===== src/hdl/dio_pkg.sv =====
// constants and types shared by the digital port block
// assumes a 12-bit data-memory address and a one-clock access strobe
package dio_pkg;

   // data-memory locations of the port nibbles
   localparam logic [11:0] ADDR_FIRST_BIDIR  = 12'hff3;
   localparam logic [11:0] ADDR_SECOND_BIDIR = 12'hff6;
   localparam logic [11:0] ADDR_INPUT_ONLY   = 12'hff7;
   localparam logic [11:0] ADDR_SINGLE_BIT   = 12'hff8;

   // byte locations of the mode and pull-up registers (even addresses)
   localparam logic [11:0] ADDR_DIR_GROUP_A  = 12'hfe8;
   localparam logic [11:0] ADDR_DIR_GROUP_C  = 12'hfec;
   localparam logic [11:0] ADDR_PU_GROUP_A   = 12'hfdc;
   localparam logic [11:0] ADDR_PU_GROUP_B   = 12'hfde;

   // bank that opens the port area to nibble and byte accesses
   localparam logic [3:0]  PORT_BANK         = 4'hf;

   // values after reset
   localparam logic [7:0]  DIR_A_RESET       = 8'h00;
   localparam logic [7:0]  DIR_C_RESET       = 8'h00;
   localparam logic [7:0]  PU_A_RESET        = 8'h00;
   localparam logic [7:0]  PU_B_RESET        = 8'h00;
   localparam logic [3:0]  LATCH_RESET       = 4'h0;

   // field positions
   localparam int          DIR_A_FIRST_LSB   = 0;
   localparam int          DIR_A_SECOND_LSB  = 4;
   localparam int          DIR_C_SINGLE_BIT  = 0;
   localparam int          PU_A_FIRST_BIT    = 3;
   localparam int          PU_A_SECOND_BIT   = 6;
   localparam int          PU_B_SINGLE_BIT   = 0;

   // kinds of data-memory access
   typedef enum logic [3:0] {
      ACC_NONE,
      ACC_READ4,
      ACC_WRITE4,
      ACC_EXCHANGE,
      ACC_INCREMENT,
      ACC_READ8,
      ACC_WRITE8,
      ACC_BIT_TEST,
      ACC_BIT_SET,
      ACC_BIT_CLEAR,
      ACC_BIT_MOVE,
      ACC_BIT_TEST_CLEAR
   } access_t;

endpackage


===== src/hdl/port_slice.sv =====
// one output latch group with its direction gating and pull-up gating
// assumes direction and pull-up enables come from registers outside
`timescale 1ns/10ps
module port_slice #(
   parameter int W = 4
) (
   input  wire logic         clk,
   input  wire logic         rst,
   input  wire logic [W-1:0] dir,
   input  wire logic [W-1:0] pin_in,
   input  wire logic         wr_en,
   input  wire logic [W-1:0] wr_val,
   input  wire logic         group_pullup,
   output logic      [W-1:0] readback,
   output logic      [W-1:0] pin_out,
   output logic      [W-1:0] pin_oe_n,
   output logic      [W-1:0] pullup_en
);
   import dio_pkg::*;

   logic [W-1:0] latch_q;

   always_ff @(posedge clk or posedge rst) begin
      if (rst) begin
         latch_q <= LATCH_RESET[W-1:0];
      end else if (wr_en) begin
         latch_q <= wr_val;
      end
   end

   // driver follows the latch at once when the direction bit rises
   assign pin_out   = latch_q;
   assign pin_oe_n  = ~dir;
   assign readback  = (dir & latch_q) | (~dir & pin_in);
   // a driving pin never carries a pull-up
   assign pullup_en = {W{group_pullup}} & ~dir;
endmodule


===== src/hdl/access_unit.sv =====
// result of one data-memory access on a port nibble
// assumes cur already holds pins for input bits and latch for output bits
`timescale 1ns/10ps
module access_unit (
   input  wire logic            op,
   input  dio_pkg::access_t     kind,
   input  wire logic [3:0]      cur,
   input  wire logic [3:0]      wdata,
   input  wire logic [1:0]      bit_idx,
   input  wire logic            cy_in,
   output logic      [3:0]      new_val,
   output logic                 we,
   output logic      [3:0]      rd,
   output logic                 skip
);
   import dio_pkg::*;

   logic [3:0] onehot;
   logic [3:0] incr;
   logic       cur_bit;

   assign onehot  = 4'h1 << bit_idx;
   assign incr    = cur + 4'h1;
   assign cur_bit = cur[bit_idx];

   always_comb begin
      new_val = cur;
      we      = 1'b0;
      rd      = 4'h0;
      skip    = 1'b0;
      if (op) begin
         case (kind)
            ACC_READ4: begin
               rd = cur;
            end
            ACC_WRITE4: begin
               new_val = wdata;
               we      = 1'b1;
            end
            ACC_EXCHANGE: begin
               rd      = cur;
               new_val = wdata;
               we      = 1'b1;
            end
            ACC_INCREMENT: begin
               new_val = incr;
               rd      = incr;
               skip    = (incr == 4'h0);
               we      = 1'b1;
            end
            ACC_BIT_TEST: begin
               rd = {3'b000, cur_bit};
            end
            // untouched bits take the read-back value
            ACC_BIT_SET: begin
               new_val = cur | onehot;
               we      = 1'b1;
            end
            ACC_BIT_CLEAR: begin
               new_val = cur & ~onehot;
               we      = 1'b1;
            end
            ACC_BIT_MOVE: begin
               new_val = cy_in ? (cur | onehot) : (cur & ~onehot);
               we      = 1'b1;
            end
            ACC_BIT_TEST_CLEAR: begin
               rd      = {3'b000, cur_bit};
               skip    = cur_bit;
               new_val = cur & ~onehot;
               we      = 1'b1;
            end
            default: begin
               rd = 4'h0;
            end
         endcase
      end
   end
endmodule


===== src/hdl/digital_io_ports.sv =====
// memory-mapped digital ports: two 4-bit bidirectional, one 4-bit
// input-only and one 1-bit bidirectional, plus mode and pull-up registers
// assumes the cpu presents one access per mem_req pulse on clk
`timescale 1ns/10ps
module digital_io_ports #(
   parameter logic [3:0] INPUT_PULLUP_MASK = 4'h0
) (
   input  wire logic            clk,
   input  wire logic            rst,
   input  wire logic            mem_req,
   input  dio_pkg::access_t     mem_kind,
   input  wire logic [11:0]     mem_addr,
   input  wire logic [7:0]      mem_wdata,
   input  wire logic [1:0]      mem_bit,
   input  wire logic            mem_bit_indirect,
   input  wire logic [3:0]      low_index,
   input  wire logic            carry_in,
   input  wire logic            bank_enable_flag,
   input  wire logic [3:0]      bank_select_value,
   output logic      [7:0]      mem_rdata,
   output logic                 mem_ack,
   output logic                 mem_hit,
   output logic                 mem_skip,
   input  wire logic [3:0]      first_bidir_port_in,
   output logic      [3:0]      first_bidir_port_out,
   output logic      [3:0]      first_bidir_port_oe_n,
   output logic      [3:0]      first_bidir_port_pullup,
   input  wire logic [3:0]      second_bidir_port_in,
   output logic      [3:0]      second_bidir_port_out,
   output logic      [3:0]      second_bidir_port_oe_n,
   output logic      [3:0]      second_bidir_port_pullup,
   input  wire logic [3:0]      input_only_port_in,
   output logic      [3:0]      input_only_port_pullup,
   input  wire logic            single_bit_port_in,
   output logic                 single_bit_port_out,
   output logic                 single_bit_port_oe_n,
   output logic                 single_bit_port_pullup
);
   import dio_pkg::*;

   // register state
   logic [7:0] port_direction_group_a_q;
   logic [7:0] port_direction_group_c_q;
   logic [7:0] pullup_select_group_a_q;
   logic [7:0] pullup_select_group_b_q;
   logic [7:0] rdata_q;
   logic [7:0] rdata_d;
   logic       ack_q;
   logic       hit_q;
   logic       hit_d;
   logic       skip_q;

   // access classification
   wire        is_bit_op;
   wire        is_nib_op;
   wire        is_byte_op;
   wire        bank_open;
   wire [11:0] eff_addr;
   wire [1:0]  eff_bit;
   wire        port_reach;

   assign is_bit_op  = (mem_kind == ACC_BIT_TEST)
                     | (mem_kind == ACC_BIT_SET)
                     | (mem_kind == ACC_BIT_CLEAR)
                     | (mem_kind == ACC_BIT_MOVE)
                     | (mem_kind == ACC_BIT_TEST_CLEAR);
   assign is_nib_op  = (mem_kind == ACC_READ4)
                     | (mem_kind == ACC_WRITE4)
                     | (mem_kind == ACC_EXCHANGE)
                     | (mem_kind == ACC_INCREMENT);
   assign is_byte_op = (mem_kind == ACC_READ8)
                     | (mem_kind == ACC_WRITE8);

   // nibble and byte accesses see the port area with banking off or through bank 15
   assign bank_open = ~bank_enable_flag
                    | (bank_select_value == PORT_BANK);

   // indirect bit form takes low address bits and bit from the index
   assign eff_addr = (is_bit_op && mem_bit_indirect)
                   ? {mem_addr[11:2], low_index[3:2]}
                   : mem_addr;
   assign eff_bit  = (is_bit_op && mem_bit_indirect)
                   ? low_index[1:0]
                   : mem_bit;

   // bit forms bypass the bank mechanism entirely
   assign port_reach = mem_req
                     & (is_bit_op | (is_nib_op & bank_open));

   // port selects
   wire sel_first;
   wire sel_second;
   wire sel_input;
   wire sel_single;

   assign sel_first  = port_reach & (eff_addr == ADDR_FIRST_BIDIR);
   assign sel_second = port_reach & (eff_addr == ADDR_SECOND_BIDIR);
   assign sel_input  = port_reach & (eff_addr == ADDR_INPUT_ONLY);
   assign sel_single = port_reach & (eff_addr == ADDR_SINGLE_BIT);

   // byte register selects; odd addresses miss
   wire byte_ok;
   wire sel_dir_a;
   wire sel_dir_c;
   wire sel_pu_a;
   wire sel_pu_b;

   assign byte_ok   = mem_req & is_byte_op & bank_open;
   assign sel_dir_a = byte_ok & (mem_addr == ADDR_DIR_GROUP_A);
   assign sel_dir_c = byte_ok & (mem_addr == ADDR_DIR_GROUP_C);
   assign sel_pu_a  = byte_ok & (mem_addr == ADDR_PU_GROUP_A);
   assign sel_pu_b  = byte_ok & (mem_addr == ADDR_PU_GROUP_B);

   wire byte_wr;
   assign byte_wr = (mem_kind == ACC_WRITE8);

   // byte register write strobes
   wire wr_dir_a;
   wire wr_dir_c;
   wire wr_pu_a;
   wire wr_pu_b;

   assign wr_dir_a = sel_dir_a & byte_wr;
   assign wr_dir_c = sel_dir_c & byte_wr;
   assign wr_pu_a  = sel_pu_a & byte_wr;
   assign wr_pu_b  = sel_pu_b & byte_wr;

   // directions and pull-up group bits
   wire [3:0] dir_first;
   wire [3:0] dir_second;
   wire       dir_single;
   wire       pu_first;
   wire       pu_second;
   wire       pu_single;

   assign dir_first  = port_direction_group_a_q[DIR_A_FIRST_LSB +: 4];
   assign dir_second = port_direction_group_a_q[DIR_A_SECOND_LSB +: 4];
   assign dir_single = port_direction_group_c_q[DIR_C_SINGLE_BIT];
   assign pu_first   = pullup_select_group_a_q[PU_A_FIRST_BIT];
   assign pu_second  = pullup_select_group_a_q[PU_A_SECOND_BIT];
   assign pu_single  = pullup_select_group_b_q[PU_B_SINGLE_BIT];

   // read-back of each port
   wire [3:0] rb_first;
   wire [3:0] rb_second;
   wire [0:0] rb_single;
   wire [3:0] rb_input;
   wire [3:0] cur_nib;

   assign rb_input = input_only_port_in;

   // the access unit always sees the mode-dependent read-back value
   assign cur_nib = sel_first  ? rb_first
                  : sel_second ? rb_second
                  : sel_input  ? rb_input
                  : sel_single ? {3'b000, rb_single}
                  : 4'h0;

   // access result
   wire [3:0] alu_new;
   wire       alu_we;
   wire [3:0] alu_rd;
   wire       alu_skip;
   wire       any_port;

   assign any_port = sel_first | sel_second | sel_input | sel_single;

   access_unit u_access (
      .op      (any_port),
      .kind    (mem_kind),
      .cur     (cur_nib),
      .wdata   (mem_wdata[3:0]),
      .bit_idx (eff_bit),
      .cy_in   (carry_in),
      .new_val (alu_new),
      .we      (alu_we),
      .rd      (alu_rd),
      .skip    (alu_skip)
   );

   // latch write enables; the input-only nibble has no latch
   wire wr_first;
   wire wr_second;
   wire wr_single;

   assign wr_first  = sel_first & alu_we;
   assign wr_second = sel_second & alu_we;
   assign wr_single = sel_single & alu_we;

   port_slice #(
      .W (4)
   ) u_first (
      .clk          (clk),
      .rst          (rst),
      .dir          (dir_first),
      .pin_in       (first_bidir_port_in),
      .wr_en        (wr_first),
      .wr_val       (alu_new),
      .group_pullup (pu_first),
      .readback     (rb_first),
      .pin_out      (first_bidir_port_out),
      .pin_oe_n     (first_bidir_port_oe_n),
      .pullup_en    (first_bidir_port_pullup)
   );

   port_slice #(
      .W (4)
   ) u_second (
      .clk          (clk),
      .rst          (rst),
      .dir          (dir_second),
      .pin_in       (second_bidir_port_in),
      .wr_en        (wr_second),
      .wr_val       (alu_new),
      .group_pullup (pu_second),
      .readback     (rb_second),
      .pin_out      (second_bidir_port_out),
      .pin_oe_n     (second_bidir_port_oe_n),
      .pullup_en    (second_bidir_port_pullup)
   );

   wire [0:0] single_out;
   wire [0:0] single_oe_n;
   wire [0:0] single_pu;

   port_slice #(
      .W (1)
   ) u_single (
      .clk          (clk),
      .rst          (rst),
      .dir          (dir_single),
      .pin_in       (single_bit_port_in),
      .wr_en        (wr_single),
      .wr_val       (alu_new[0:0]),
      .group_pullup (pu_single),
      .readback     (rb_single),
      .pin_out      (single_out),
      .pin_oe_n     (single_oe_n),
      .pullup_en    (single_pu)
   );

   assign single_bit_port_out    = single_out[0];
   assign single_bit_port_oe_n   = single_oe_n[0];
   assign single_bit_port_pullup = single_pu[0];

   // fixed at build time, no register reaches it
   assign input_only_port_pullup = INPUT_PULLUP_MASK;

   // read data; direction registers are write-only and read as zero
   assign rdata_d = any_port ? {4'h0, alu_rd}
                  : (sel_pu_a && !byte_wr) ? pullup_select_group_a_q
                  : (sel_pu_b && !byte_wr) ? pullup_select_group_b_q
                  : 8'h00;

   assign hit_d = any_port | sel_dir_a | sel_dir_c | sel_pu_a | sel_pu_b;

   // direction registers; nibble and bit forms never reach them
   always_ff @(posedge clk or posedge rst) begin
      if (rst) begin
         port_direction_group_a_q <= DIR_A_RESET;
      end else begin
         if (wr_dir_a) begin
            port_direction_group_a_q <= mem_wdata;
         end
      end
   end

   always_ff @(posedge clk or posedge rst) begin
      if (rst) begin
         port_direction_group_c_q <= DIR_C_RESET;
      end else begin
         if (wr_dir_c) begin
            port_direction_group_c_q <= mem_wdata;
         end
      end
   end

   always_ff @(posedge clk or posedge rst) begin
      if (rst) begin
         pullup_select_group_a_q <= PU_A_RESET;
      end else begin
         if (wr_pu_a) begin
            pullup_select_group_a_q <= mem_wdata;
         end
      end
   end

   always_ff @(posedge clk or posedge rst) begin
      if (rst) begin
         pullup_select_group_b_q <= PU_B_RESET;
      end else begin
         if (wr_pu_b) begin
            pullup_select_group_b_q <= mem_wdata;
         end
      end
   end

   // answer one cycle after the access is taken
   always_ff @(posedge clk or posedge rst) begin
      if (rst) begin
         ack_q <= 1'b0;
      end else begin
         ack_q <= mem_req;
      end
   end

   // result fields hold until the next access is taken
   always_ff @(posedge clk or posedge rst) begin
      if (rst) begin
         rdata_q <= 8'h00;
         hit_q   <= 1'b0;
         skip_q  <= 1'b0;
      end else begin
         if (mem_req) begin
            rdata_q <= rdata_d;
            hit_q   <= hit_d;
            skip_q  <= alu_skip;
         end
      end
   end

   assign mem_rdata = rdata_q;
   assign mem_ack   = ack_q;
   assign mem_hit   = hit_q;
   assign mem_skip  = skip_q;
endmodule


===== config.mk =====
export PLATFORM = sky130hd
export DESIGN_NAME = digital_io_ports
export DESIGN_NICKNAME = d
export VERILOG_FILES = /design/src/hdl/dio_pkg.sv /design/src/hdl/port_slice.sv /design/src/hdl/access_unit.sv /design/src/hdl/digital_io_ports.sv
export SDC_FILE = /design/constraint.sdc
export NUM_CORES = 1
export LEC_CHECK = 0
export BUFFER_PORTS_ARGS = -buffer_cell sky130_fd_sc_hd__buf_4
export CELL_PAD_IN_SITES_DETAIL_PLACEMENT = 1
export CELL_PAD_IN_SITES_GLOBAL_PLACEMENT = 2
export CORE_UTILIZATION = 33
export DETAILED_ROUTE_END_ITERATION = 10
export GPL_ROUTABILITY_DRIVEN = 0
export GPL_TIMING_DRIVEN = 0
export PLACE_DENSITY = 0.9
export SYNTH_ARGS = -nofsm -noshare
export SYNTH_HDL_FRONTEND = slang
export SYNTH_SLANG_ARGS = --single-unit

===== constraint.sdc =====
create_clock -name clk -period 5.85 [get_ports clk]
set_input_delay 1.17 -clock clk [delete_from_list [all_inputs] [get_ports clk]]
set_output_delay 1.17 -clock clk [all_outputs]
set_load 0.05 [all_outputs]

# After elaboration in Yosys (flattened, before gate mapping)
# Cells that the tools add are included.
# op_classes
n_addsub,1
order_cmp,1
eq_ne,20
shift,1
muxes,19
n_bitwise,55
n_reduce_logical,10
# op_table
op,count
$eq A12 B12 Y1 const B,8
$and A4 B4 Y4,7
$mux W8,3
$and A1 B1 Y1,22
$eq A4 B4 Y1 const B,5
$mux W4,5
$pmux W4 S5,1
$or A1 B1 Y1,18
$eq A4 B3 Y1 const B,4
$not A4 Y4,3
$or A4 B4 Y4,3
$pmux W4 S3,1
$eq A4 B2 Y1 const B,2
$reduce_or A2 Y1,4
$reduce_or A7 Y1,1
$mux W1,5
$add A4 B1 Y4 const B,1
$eq A4 B1 Y1 const B,1
$logic_not A4 Y1,1
$mux W2,2
$shl A1 B2 Y4 const A,1
$logic_and A1 B1 Y1,3
$lt A2 B3 Y1 const B,1
$bmux W1 S2,1
3 further kinds,4
# totals
reg_bits,45
in_bits,53
output_inout_bits,42
word_cells,118

# Logic depth before layout (Yosys ltp)
# Gate-level depths: netlist of the first run.
# depth
word_depth,17
ltp_mapped,14
depth_no_buf,12

# By module
# From an unflattened synthesis of the first run, not the netlist that was laid out.
# hier_totals
cells_unflattened,306
hier_area_um2,3176.8
# modules_own_cells
mod,instances,cells_per_inst,area_each_um2,seq_area_each_um2
digital_io_ports,1,188,2105.8,900.9
access_unit,1,70,535.5,0.0
port_slice (u_first ...),2,21,234.0,100.1
port_slice (u_single),1,6,67.6,25.0

# Worst setup path before layout of the first run
# Ideal clock, no wire load.
# synth_path
path_type,input to register
from,input mem_kind[0]
to,"register u_first.latch_q[2], in the netlist u_first.pin_out[2]"
setup_ns,0.125
t_arrival_ns,3.692
t_required_ns,5.725
setup_slack_ns,2.034
path_stages,13
n_path_buf,2
cell_sequence,buf_6 or4b_4 buf_6 a21oi_4 nor4_1 nor2_1 and3_1 o21ai_1 ha_1 a21boi_0 o32ai_1 o211ai_1 mux2_2
# synth_via
elab_chain_cells,16
elab_cells_between_ends,51
classes_between,1 x add/sub; 13 x eq/ne; 1 x shift; 11 x mux; 21 x bitwise; 4 x reduce/logical
# synth_rtl
element,line,source
"start, declared",digital_io_ports.sv:11,"input dio_pkg::access_t mem_kind,"
$eq A4 B3 Y1 / $eq A4 B4 Y1 (equally long branches),"digital_io_ports.sv:62, access_unit.sv:32, digital_io_ports.sv:63",
$or A1 B1 Y1,digital_io_ports.sv:63,| (mem_kind == ACC_BIT_SET)
$or A1 B1 Y1,digital_io_ports.sv:64,| (mem_kind == ACC_BIT_CLEAR)
$or A1 B1 Y1,digital_io_ports.sv:65,| (mem_kind == ACC_BIT_MOVE)
$or A1 B1 Y1,digital_io_ports.sv:66,| (mem_kind == ACC_BIT_TEST_CLEAR);
$logic_and A1 B1 Y1,"digital_io_ports.sv:79, digital_io_ports.sv:82",
$mux W2,digital_io_ports.sv:80,"? {mem_addr[11:2], low_index[3:2]}"
"$eq A12 B12 Y1, on equally long branches","digital_io_ports.sv:99, digital_io_ports.sv:98",
"$and A1 B1 Y1, on equally long branches","digital_io_ports.sv:99, digital_io_ports.sv:98",
$mux W1 / $mux W4 (equally long branches),"digital_io_ports.sv:156, digital_io_ports.sv:155",
"$mux W4, on equally long branches","digital_io_ports.sv:155, digital_io_ports.sv:154",
"$mux W4, on equally long branches","digital_io_ports.sv:154, digital_io_ports.sv:153",
"$mux W4, or another cell as far along",digital_io_ports.sv:153,assign cur_nib = sel_first ? rb_first
$add A4 B1 Y4 / $mux W4 (equally long branches),"access_unit.sv:23, access_unit.sv:64",
$pmux W4 S5,access_unit.sv:32,case (kind)
$mux W4,access_unit.sv:31,if (op) begin
"end signal, assigned",port_slice.sv:25,latch_q <= LATCH_RESET[W-1:0];
"end signal, assigned",port_slice.sv:27,latch_q <= wr_val;
"end, declared",port_slice.sv:21,logic [W-1:0] latch_q;
# Parallel ways exist; a longest one is shown, timed or not.
# A chain may end at the register's enable or synchronous reset.

# Worst setup path after layout of the first run
# layout_path
from,input mem_kind[2]
to,"register u_first.latch_q[2], in the netlist u_first.pin_out[2]"
# The elaborated chain is that of the path after synthesis.

==> metrics.txt, run 1 <==
Total Wirelength 10930 µm; count of flip-flops with a built-in enable after synthesis 0; Post-DP HPWL about 9000 µm; worst setup slack after layout ~1500 ps; worst-margin pin slew between 700 and 800 ps; CTS tree done; Layout Skew between 5 and 6 ps; pwr dens approximately 150 nW/µm²; number of iterations in the first detailed-routing pass 4; first-pass GRT wire length about 18000 µm; library cell occupying the most area in the post-synthesis netlist sky130_fd_sc_hd__dfrtp_1; Die X-Extent roughly 100 µm; die outline area between 10000 and 15000 µm²; number of sinks handled by clock tree synthesis between 40 and 50; clock root buffer sky130_fd_sc_hd__clkbuf_8; unrepaired setup endpoints after global routing false; Diodes inserted 0; most used routing layer met2; sequential element share of the synthesized area roughly 34%; number of buffers created by CTS 5; maximum vdd drop slightly below 0.09 mV; pin count of the biggest net entering global routing 39; sequential standard cell area around 1100 µm²; residual DRC count 0; Critical Path End Type flip-flop; type of the setup path with the least slack input pin to flip-flop; fill cell count 1170; die extent in y between 100 and 150 µm; most instantiated flip-flop cell in the synthesis netlist sky130_fd_sc_hd__dfrtp_1; Overall Global Routing Usage ~22%; maximum buffer depth of the clock tree 2; Util after Layout a little over two fifths; number of buffer cells added on primary ports a little under 90; overall power consumption approximately 640 µW; global routing met3 resource utilization under 10%; Max Clk Rate between 200 and 250 MHz; Resized cells post-CTS 0; starting utilization of the core area between 30% and 40%; IO Count 95; worst endpoint data arrival time about 4500 ps; post-route setup TNS 0 ps; global routing usage on met1 between 20% and 30%; share of the synthesized area in the top cell type 34.35%; total number of yosys warnings 0; std cell rows 36; number of instances in the synthesized netlist roughly 360; CTS Hold Bufs 0; Congestion Overflow GR 0; post-CTS clock slew at the launch and capture registers of the worst setup and hold paths 80 ps; multi-input gate area in the final layout a little under 2000 µm²; total number of H-tree levels 2; via count of the first global-routing pass 3340; synthesized area between 3000 and 4000 µm²; Relative slew margins 51.09%; Critical Path Fanout Max 10; dominant cells by area after synthesis sky130_fd_sc_hd__dfrtp_1 34%, sky130_fd_sc_hd__mux2_2 8.9%, sky130_fd_sc_hd__mux2i_1 3.7%, sky130_fd_sc_hd__nand2_1 3.2%, sky130_fd_sc_hd__nor2b_1 3.1%; number of flip-flops and latches in the synthesized netlist 45; Yosys cell types just under 70; number of nets in the finished design just over 500; initial antenna violation count 0; most common cell after layout, fill and taps aside sky130_fd_sc_hd__buf_4; launching element type of the critical path input pin; post-synthesis area per instance 9.208 µm²; share of flip-flops with an asynchronous set or reset after synthesis 100.0%; fraction of layout cells with a size suffix above 1 about a third; minimum period implied by the final worst setup slack roughly 4300 ps; global routing usage on met2 a little under 40%; layout overhead on the synthesized area 28.85%; required time worst endpoint about 6000 ps; total of endpoints with negative setup slack in the final report 0; Clock Latency Late Sink ~300 ps; placeable core area between 9000 and 10000 µm²; Avg Vias per Cell 5.441; pre-CTS setup slack 1213 ps; vias after detailed routing 3210; Final Hold Viols 0; post-detailed-route wirelength per cell ~19 µm; number of max-slew violations in the final report 0; fin crit share between 70% and 80%; number of nets with antenna violations after detailed routing 0; post-CTS setup buffer count 0; Iteration-0 DRC Markers around 220; commonest cells after routing, fill and taps aside 94 x sky130_fd_sc_hd__buf_4, 45 x sky130_fd_sc_hd__dfrtp_1, 28 x sky130_fd_sc_hd__nand2_1; status complete, no violations; reported max-cap violation count 0; Worst Hold Class flip-flop to flip-flop; leakage power total a little under 2 nW
-- synthesized netlist by cell type (9+ instances only) --
cell type / number
sky130_fd_sc_hd__mux2_2: 26
sky130_fd_sc_hd__a21oi_1: 10
sky130_fd_sc_hd__dfrtp_1: 45
sky130_fd_sc_hd__o21ai_0: 19
sky130_fd_sc_hd__nand2_1: 28
sky130_fd_sc_hd__inv_1: 22
sky130_fd_sc_hd__mux2i_1: 12
sky130_fd_sc_hd__nor2b_1: 16
sky130_fd_sc_hd__nor2_1: 24
sky130_fd_sc_hd__nor3_1: 9
-- registers in the layout, indices dropped and copies added, names as in the netlist --
register and cells:
mem_hit 1, u_second.pin_out 4, u_first.pin_out 4, mem_rdata 8
pullup_select_group_b_q 8, mem_skip 1, u_single.pin_out 1, port_direction_group_c_q 1
port_direction_group_a_q 8, mem_ack 1, pullup_select_group_a_q 8
-- worst max-delay path: stages --
cell and delay, ps:
sky130_fd_sc_hd__buf_4 140, sky130_fd_sc_hd__buf_2 170, sky130_fd_sc_hd__nand4b_1 200, sky130_fd_sc_hd__nand3_1 200, sky130_fd_sc_hd__a2111o_1 510, sky130_fd_sc_hd__nor2_1 370, sky130_fd_sc_hd__and3_1 260, sky130_fd_sc_hd__o21ai_1 120
sky130_fd_sc_hd__ha_1 240, sky130_fd_sc_hd__a21boi_0 170, sky130_fd_sc_hd__o32ai_1 370, sky130_fd_sc_hd__o211ai_1 230, sky130_fd_sc_hd__mux2_2 350
-- report_power, final --
group	total (mW)	leakage [nW]	switching (mW)	internal, mW
Combinational	0.136	1.31	0.0813	0.0544
Clock	0.189	0.0395	0.104	0.0850
Sequential	0.311	0.585	0.000221	0.311
-- final timing paths --
path | slack, ps | endpoint | from | depth (start not counted)
max in group asynchronous | 4630 | mem_rdata[4] | rst | 3
max | 1530 | u_first.pin_out[2] | mem_kind[2] | 13
min | 500 | pullup_select_group_b_q[3] | pullup_select_group_b_q[3] | 2
min reg2reg | 500 | pullup_select_group_b_q[3] | pullup_select_group_b_q[3] | 2
min in group asynchronous | 770 | port_direction_group_a_q[3] | rst | 2
max reg2reg | 2980 | u_first.pin_out[2] | port_direction_group_a_q[5] | 9
-- cells by family (layout without fill, tap and decap cells) --
| logic type | count (synthesis) | after routing | synth area share, % |
|---|---|---|---|
| simple gates | 136 | 136 | 24.66 |
| compound gates | 90 | 90 | 20.99 |
| flops | 45 | 45 | 34.35 |
| buf+inv | 42 | 140 | 5.954 |
| mux | 38 | 38 | 12.60 |
| fa+ha+maj | 3 | 3 | 1.069 |
| other cells | 1 | 4 | 0.1144 |
| xor+xnor | 1 | 1 | 0.2672 |
-- metal layers --
metal	wire [µm]	vias to the layer above
li1	-	1518
met1	4818	1598
met2	5490	84
met3	521	10
met4	97	0
met5	0	-
-- through the flow --
stage | cells | cell area [µm²] | hold WS, ps
after floorplan | 359 | 3289 | 449.6
after global placement | 581 | 4124 | 462.3
after detailed placement | 582 | 4144 | 473.6
after CTS | 590 | 4224 | 492.3
after global routing | 590 | 4224 | 528.1
final | 590 | 4224 | 497.3
-- layout make-up --
cell class,instances,share of cell area [%]
Sequential cell,45,26.66
Multi-Input combinational cell,272,46.59
Inverter,23,2.044
Clock buffer,8,1.896
Timing Repair Buffer,90,16.29
Tap cell,133,3.940
Buffer,19,2.577
(Power assumes the default switching activity.)
==> run 2, diff against run 1 <==
Settings changed: CORE_UTILIZATION 33 to 31, PLACE_DENSITY 0.9 to 0.85.
Clock period 5.85 ns to 4.5 ns, I/O delays scaled along.
==> run 2 against run 1 <==
The run now ends with design-rule violations left. Global-route usage shrank 1.5 points. Final cell count grew 0.34%. Flip-flop and latch count is the same. Register-to-register slack lost 1400 ps. Non-clock buffer count is the same. Critical endpoint unchanged. Largest cell class unchanged.
==> metrics.txt, run 2 (synthesis results as in run 1) <==
maximum buffer depth of the clock tree 2 (unchanged); maximum vdd drop 0.09836 mV (+14%); fraction of layout cells with a size suffix above 1 33.11% (+0.29 points); switching share of total power 28.13% (-0.98 points); commonest cells after routing, fill and taps aside 94 x sky130_fd_sc_hd__buf_4, 45 x sky130_fd_sc_hd__dfrtp_1, 28 x sky130_fd_sc_hd__nand2_1; list of cells traversed by the critical path buf_4 > buf_2 > nand4b_1 > nand3_1 > a2111oi_2 > nand2_1 > nor3_1 > ha_1 > nor3_2 > o32ai_1 > o211ai_1 > mux2_2; pwr dens 196.2 nW/µm² (+30%); most common cell after layout, fill and taps aside sky130_fd_sc_hd__buf_4; Congestion Overflow GR 0 (unchanged); pin count of the biggest net entering global routing 35 (-10%); total of endpoints with negative setup slack in the final report 0 (unchanged); residual DRC count 2 (+2); status complete, but fails checks; post-CTS setup buffer count 0 (unchanged); IO Count 95 (unchanged); Total Wirelength 10980 µm (+0.48%); reported max-cap violation count 0 (unchanged); number of nets with antenna violations after detailed routing 0 (unchanged); Overall Global Routing Usage 20.69% (-1.5 points); Final Hold Viols 0 (unchanged); starting utilization of the core area 31.90% (-2.0 points); total internal power 597.0 µW (+33%); first-pass GRT wire length 17880 µm (+2.0%); unrepaired setup endpoints after global routing false; sequential share of power 48.7% (-0.3 points); layout overhead on the synthesized area 29.16%; type of the setup path with the least slack input pin to flip-flop; Min Hold Slack 490.4 ps (-6.883 ps); number of sinks handled by clock tree synthesis 45 (unchanged); CTS tree done; post-CTS clock slew at the launch and capture registers of the worst setup and hold paths 80 ps (about the same); CTS Hold Bufs 0 (unchanged); Diodes inserted 0 (unchanged); Critical Path End Type flip-flop; Worst Hold Class flip-flop to flip-flop; Post-DP HPWL 8891 µm (-0.76%); total number of H-tree levels 2 (unchanged); Iteration-0 DRC Markers 200 (-7.0%); worst endpoint data arrival time 4310 ps (-200 ps); worst-margin pin slew 763.2 ps (+29.55 ps); initial antenna violation count 0 (unchanged); fin crit share 91.69%; clock root buffer sky130_fd_sc_hd__clkbuf_8; post-route setup TNS 0 ps (unchanged); share of total power in combinational logic 21.3% (about the same); vias after detailed routing 3236 (+0.81%); Avg Vias per Cell 5.466 (+0.47%); overall power consumption 830.7 µW (+31%); Largest delay share family, worst path simple AND/OR/NAND/NOR gates; std cell rows 37 (+2.8%); switching component of the power 233.6 µW (+26%); die extent in y 104.8 µm (+3.1%); Clk network pwr share 29.9% (+0.2 points); via count of the first global-routing pass 3360 (+0.60%); leakage power total 1.936 nW (+0.25%); number of nets in the finished design 511 (unchanged); number of buffer cells added on primary ports 89 (unchanged); Layout Skew 6.122 ps (+0.3075 ps); Resized cells post-CTS 0 (unchanged); Clock Latency Late Sink 290 ps (about the same); required time worst endpoint 4690 ps (-1350 ps); cell type of the slowest stage on the worst timing path sky130_fd_sc_hd__a2111oi_2; launching element type of the critical path input pin; placeable core area 10280 µm² (+6.1%); die outline area 10990 µm² (+6.3%); number of iterations in the first detailed-routing pass 7 (+3); Worst path max stage delay 640 ps (+130 ps); Die X-Extent 104.8 µm (+3.1%); CP Buf/Inv Count 2 (unchanged); Relative slew margins 48.93% (-2.2 points); post-detailed-route wirelength per cell 18.55 µm (+0.14%); number of buffers created by CTS 5 (unchanged); Critical Path Fanout Max 10 (unchanged); minimum period implied by the final worst setup slack 4126 ps; number of max-slew violations in the final report 0 (unchanged); violations in the final reports design-rule violations; Max Clk Rate between 200 and 250 MHz
[run 2: changes by cell type in the layout (fill, tap and decap cells not counted)]
cell | previous run | this run
sky130_fd_sc_hd__clkbuf_8 | 5 | 6
sky130_fd_sc_hd__clkbuf_1 | 10 | 8
[run 2: routing by layer]
metal  GRT usage [%]  part of all wire (%)  vias to the layer above
li1                -                     -                     1529
met1           28.86                    47                     1598
met2           33.92                    47                       98
met3           2.558                   4.7                       11
met4           5.131                   1.1                        0
met5               0                     0                        -
[run 2: worst reg2reg max path, delay by kind of cell (launching register included)]
kind | cells | cell delay [ps]
compound gates | 4 | 970
mux | 2 | 590
simple gates | 2 | 580
flops | 1 | 420
fa+ha+maj | 1 | 310
[run 2: stage by stage]
step / instance area (µm²) / setup WS (ps) / util, % / std cells
2_1_floorplan: 3289 / 953.8 / - / 359
4_1_cts: 4234 / 458.7 / 41.20 / 592
3_3_place_gp: 4128 / 216.6 / 40.16 / 584
5_1_grt: 4234 / 144.3 / 41.20 / 592
3_5_place_dp: 4148 / 132.1 / 40.36 / 585
6_report: 4234 / 373.9 / 41.20 / 592
[run 2: final timing paths]
| kind | startpoint | to | slack (ps) | cells past startpoint |
|---|---|---|---|---|
| max | mem_kind[2] | u_first.pin_out[2] | 370 | 12 |
| min | pullup_select_group_b_q[3] | pullup_select_group_b_q[3] | 490 | 2 |
| max reg2reg | port_direction_group_a_q[5] | u_first.pin_out[2] | 1540 | 9 |
| min reg2reg | pullup_select_group_b_q[3] | pullup_select_group_b_q[3] | 490 | 2 |
| max in group asynchronous | rst | pullup_select_group_a_q[3] | 3470 | 3 |
| min in group asynchronous | rst | u_second.pin_out[0] | 550 | 2 |
[run 2: power groups by stage]
| stage | combinational (mW) | clock, mW | sequential (mW) |
|---|---|---|---|
| after global routing | 0.195 | 0.273 | 0.405 |
| after CTS | 0.177 | 0.256 | 0.405 |
| after global placement | 0.172 | 0 | 0.413 |
| final | 0.177 | 0.249 | 0.405 |
| after floorplan | 0.0985 | 0 | 0.415 |
| after detailed placement | 0.177 | 0 | 0.413 |
[run 2: layout make-up]
| cell class | count | area (µm²) |
|---|---|---|
| fillers | 1253 | 6043 |
| multi-input cells | 272 | 1968 |
| flip-flops and latches | 45 | 1126 |
| repair buffers | 90 | 688.2 |
| well taps | 136 | 170.2 |
| plain buffers | 19 | 108.9 |
| clock buffers | 7 | 86.33 |
| inverters | 23 | 86.33 |
==> run 3, diff against run 2 <==
--- a/config.mk
+++ b/config.mk
@@ -10,4 +10,5 @@
 export CELL_PAD_IN_SITES_GLOBAL_PLACEMENT = 2
 export CORE_UTILIZATION = 31
+export CTS_BUF_LIST = sky130_fd_sc_hd__clkbuf_8 sky130_fd_sc_hd__clkbuf_16
 export DETAILED_ROUTE_END_ITERATION = 10
 export GPL_ROUTABILITY_DRIVEN = 0
==> constraint.sdc (replaced) <==
create_clock -name clk -period 4.5 [get_ports clk]
set_input_delay 0.9 -clock clk [delete_from_list [all_inputs] [get_ports clk]]
set_output_delay 0.9 -clock clk [all_outputs]
set_load 0.01 [all_outputs]
==> run 3 against run 2 <==
The flow still finishes with violations (design-rule violations). Hold slack about the same. Final area stayed put. Clock skew is essentially flat. Non-clock buffer count did not move. Critical path depth unchanged. Die area unchanged. Critical path type unchanged. Highest routed layer unchanged.
==> metrics.txt, run 3 (synthesis results as in run 1) <==
number of sinks handled by clock tree synthesis 45 (unchanged); starting utilization of the core area 31.90% (unchanged); minimum period implied by the final worst setup slack 4127 ps (+0.9930 ps); vias after detailed routing 3243 (+0.22%); fraction of layout cells with a size suffix above 1 33.11% (unchanged); IO Count 95 (unchanged); launching element type of the critical path input pin; Avg Vias per Cell 5.478 (+0.22%); via count of the first global-routing pass 3360 (unchanged); Total Wirelength 10980 µm (about the same); number of nets in the finished design 511 (unchanged); Layout Skew 6.230 ps (+0.1078 ps); status complete, but fails checks; Critical Path Fanout Max 10 (unchanged); overall power consumption 821.6 µW (-1.1%); post-detailed-route wirelength per cell 18.55 µm (about the same); Post-DP HPWL 8891 µm (unchanged); post-CTS clock slew at the launch and capture registers of the worst setup and hold paths 80 ps (about the same); number of buffers created by CTS 5 (unchanged); Congestion Overflow GR 0 (unchanged); CTS Hold Bufs 0 (unchanged); initial antenna violation count 0 (unchanged); die extent in y 104.8 µm (unchanged); Worst Hold Class flip-flop to flip-flop; pwr dens 194.0 nW/µm² (-1.1%); Critical Path End Type flip-flop; post-CTS setup buffer count 0 (unchanged); number of iterations in the first detailed-routing pass 7 (unchanged); total of endpoints with negative setup slack in the final report 0 (unchanged); fin crit share 91.71% (about the same); maximum buffer depth of the clock tree 2 (unchanged); commonest cells after routing, fill and taps aside 94 x sky130_fd_sc_hd__buf_4, 45 x sky130_fd_sc_hd__dfrtp_1, 28 x sky130_fd_sc_hd__nand2_1; placeable core area 10280 µm² (unchanged); Util after Layout 41.20% (unchanged); CTS tree done; type of the setup path with the least slack input pin to flip-flop; Clock Latency Late Sink 290 ps (about the same); maximum vdd drop 0.09971 mV (+1.4%); Die X-Extent 104.8 µm (unchanged); total number of H-tree levels 2 (unchanged); Min Hold Slack 490.4 ps (+0.02600 ps); layout overhead on the synthesized area 29.16% (unchanged); post-route setup TNS 0 ps (unchanged); number of buffer cells added on primary ports 89 (unchanged); most common cell after layout, fill and taps aside sky130_fd_sc_hd__buf_4; std cell rows 37 (unchanged); required time worst endpoint 4690 ps (about the same); pin count of the biggest net entering global routing 35 (unchanged); Overall Global Routing Usage 20.69% (unchanged); clock root buffer sky130_fd_sc_hd__clkbuf_8; leakage power total 1.940 nW (+0.21%); die outline area 10990 µm² (unchanged); first-pass GRT wire length 17880 µm (unchanged); Diodes inserted 0 (unchanged); number of nets with antenna violations after detailed routing 0 (unchanged); number of max-slew violations in the final report 0 (unchanged); Max Clk Rate 242.3 MHz (about the same); reported max-cap violation count 0 (unchanged); unrepaired setup endpoints after global routing false; worst endpoint data arrival time 4310 ps (about the same); Final Hold Viols 0 (unchanged); violations in the final reports design-rule violations; Relative slew margins 48.93% (unchanged); Iteration-0 DRC Markers 200 (unchanged); worst-margin pin slew 763.2 ps (unchanged); Resized cells post-CTS 0 (unchanged); residual DRC count 2 (unchanged)
## run 3: changes by cell type in the layout (fill, tap and decap cells not counted), sizes merged
cell | before | now
clkbuf | 14 | 13
inv | 22 | 23
## run 3: where the power goes
part           leakage [nW]  internal [mW]  switching [mW]  total (mW)
combinational          1.31         0.0704          0.0991       0.169
sequential            0.585          0.405        0.000264       0.405
clock                0.0485          0.120           0.128       0.247
## run 3: area by class of cell
cell class              instances  area [µm²]
well taps                     136       170.2
multi-input cells             272        1968
flip-flops and latches         45        1126
inverters                      23       86.33
clock buffers                   6       82.58
clock inverters                 1       3.754
fillers                      1253        6043
plain buffers                  19       108.9
repair buffers                 90       688.2
## run 3: final timing paths
kind / from / to / slack [ps] / cells past startpoint
min in group asynchronous: rst / u_second.pin_out[0] / 550 / 2
setup reg to reg: port_direction_group_a_q[5] / u_first.pin_out[2] / 1540 / 9
setup / recovery: mem_kind[2] / u_first.pin_out[2] / 370 / 12
hold reg to reg: pullup_select_group_b_q[3] / pullup_select_group_b_q[3] / 490 / 2
hold / removal: pullup_select_group_b_q[3] / pullup_select_group_b_q[3] / 490 / 2
max in group asynchronous: rst / pullup_select_group_a_q[3] / 3470 / 3
## run 3: critical path, stage by stage
cell and delay, ps:
sky130_fd_sc_hd__buf_4 130, sky130_fd_sc_hd__buf_2 170, sky130_fd_sc_hd__nand4b_1 190, sky130_fd_sc_hd__nand3_1 200, sky130_fd_sc_hd__a2111oi_2 640, sky130_fd_sc_hd__nand2_1 230
sky130_fd_sc_hd__nor3_1 600, sky130_fd_sc_hd__ha_1 310, sky130_fd_sc_hd__nor3_2 70, sky130_fd_sc_hd__o32ai_1 320, sky130_fd_sc_hd__o211ai_1 200, sky130_fd_sc_hd__mux2_2 330
## run 3: stage by stage
stage               worst slack, ps  cell area [µm²]  cells
floorplan                     953.8             3289    359
global placement              216.6             4128    584
detailed placement            132.1             4148    585
CTS                           458.7             4234    592
global route                  144.3             4234    592
finish                        372.9             4234    592
## run 3: routing by layer
metal / vias to the layer above / global-route usage, % / part of all wire, %
li1: 1529 / - / -
met5: - / 0 / 0
met3: 11 / 2.558 / 4.6
met1: 1602 / 28.86 / 47
met4: 0 / 5.131 / 1.1
met2: 101 / 33.92 / 47
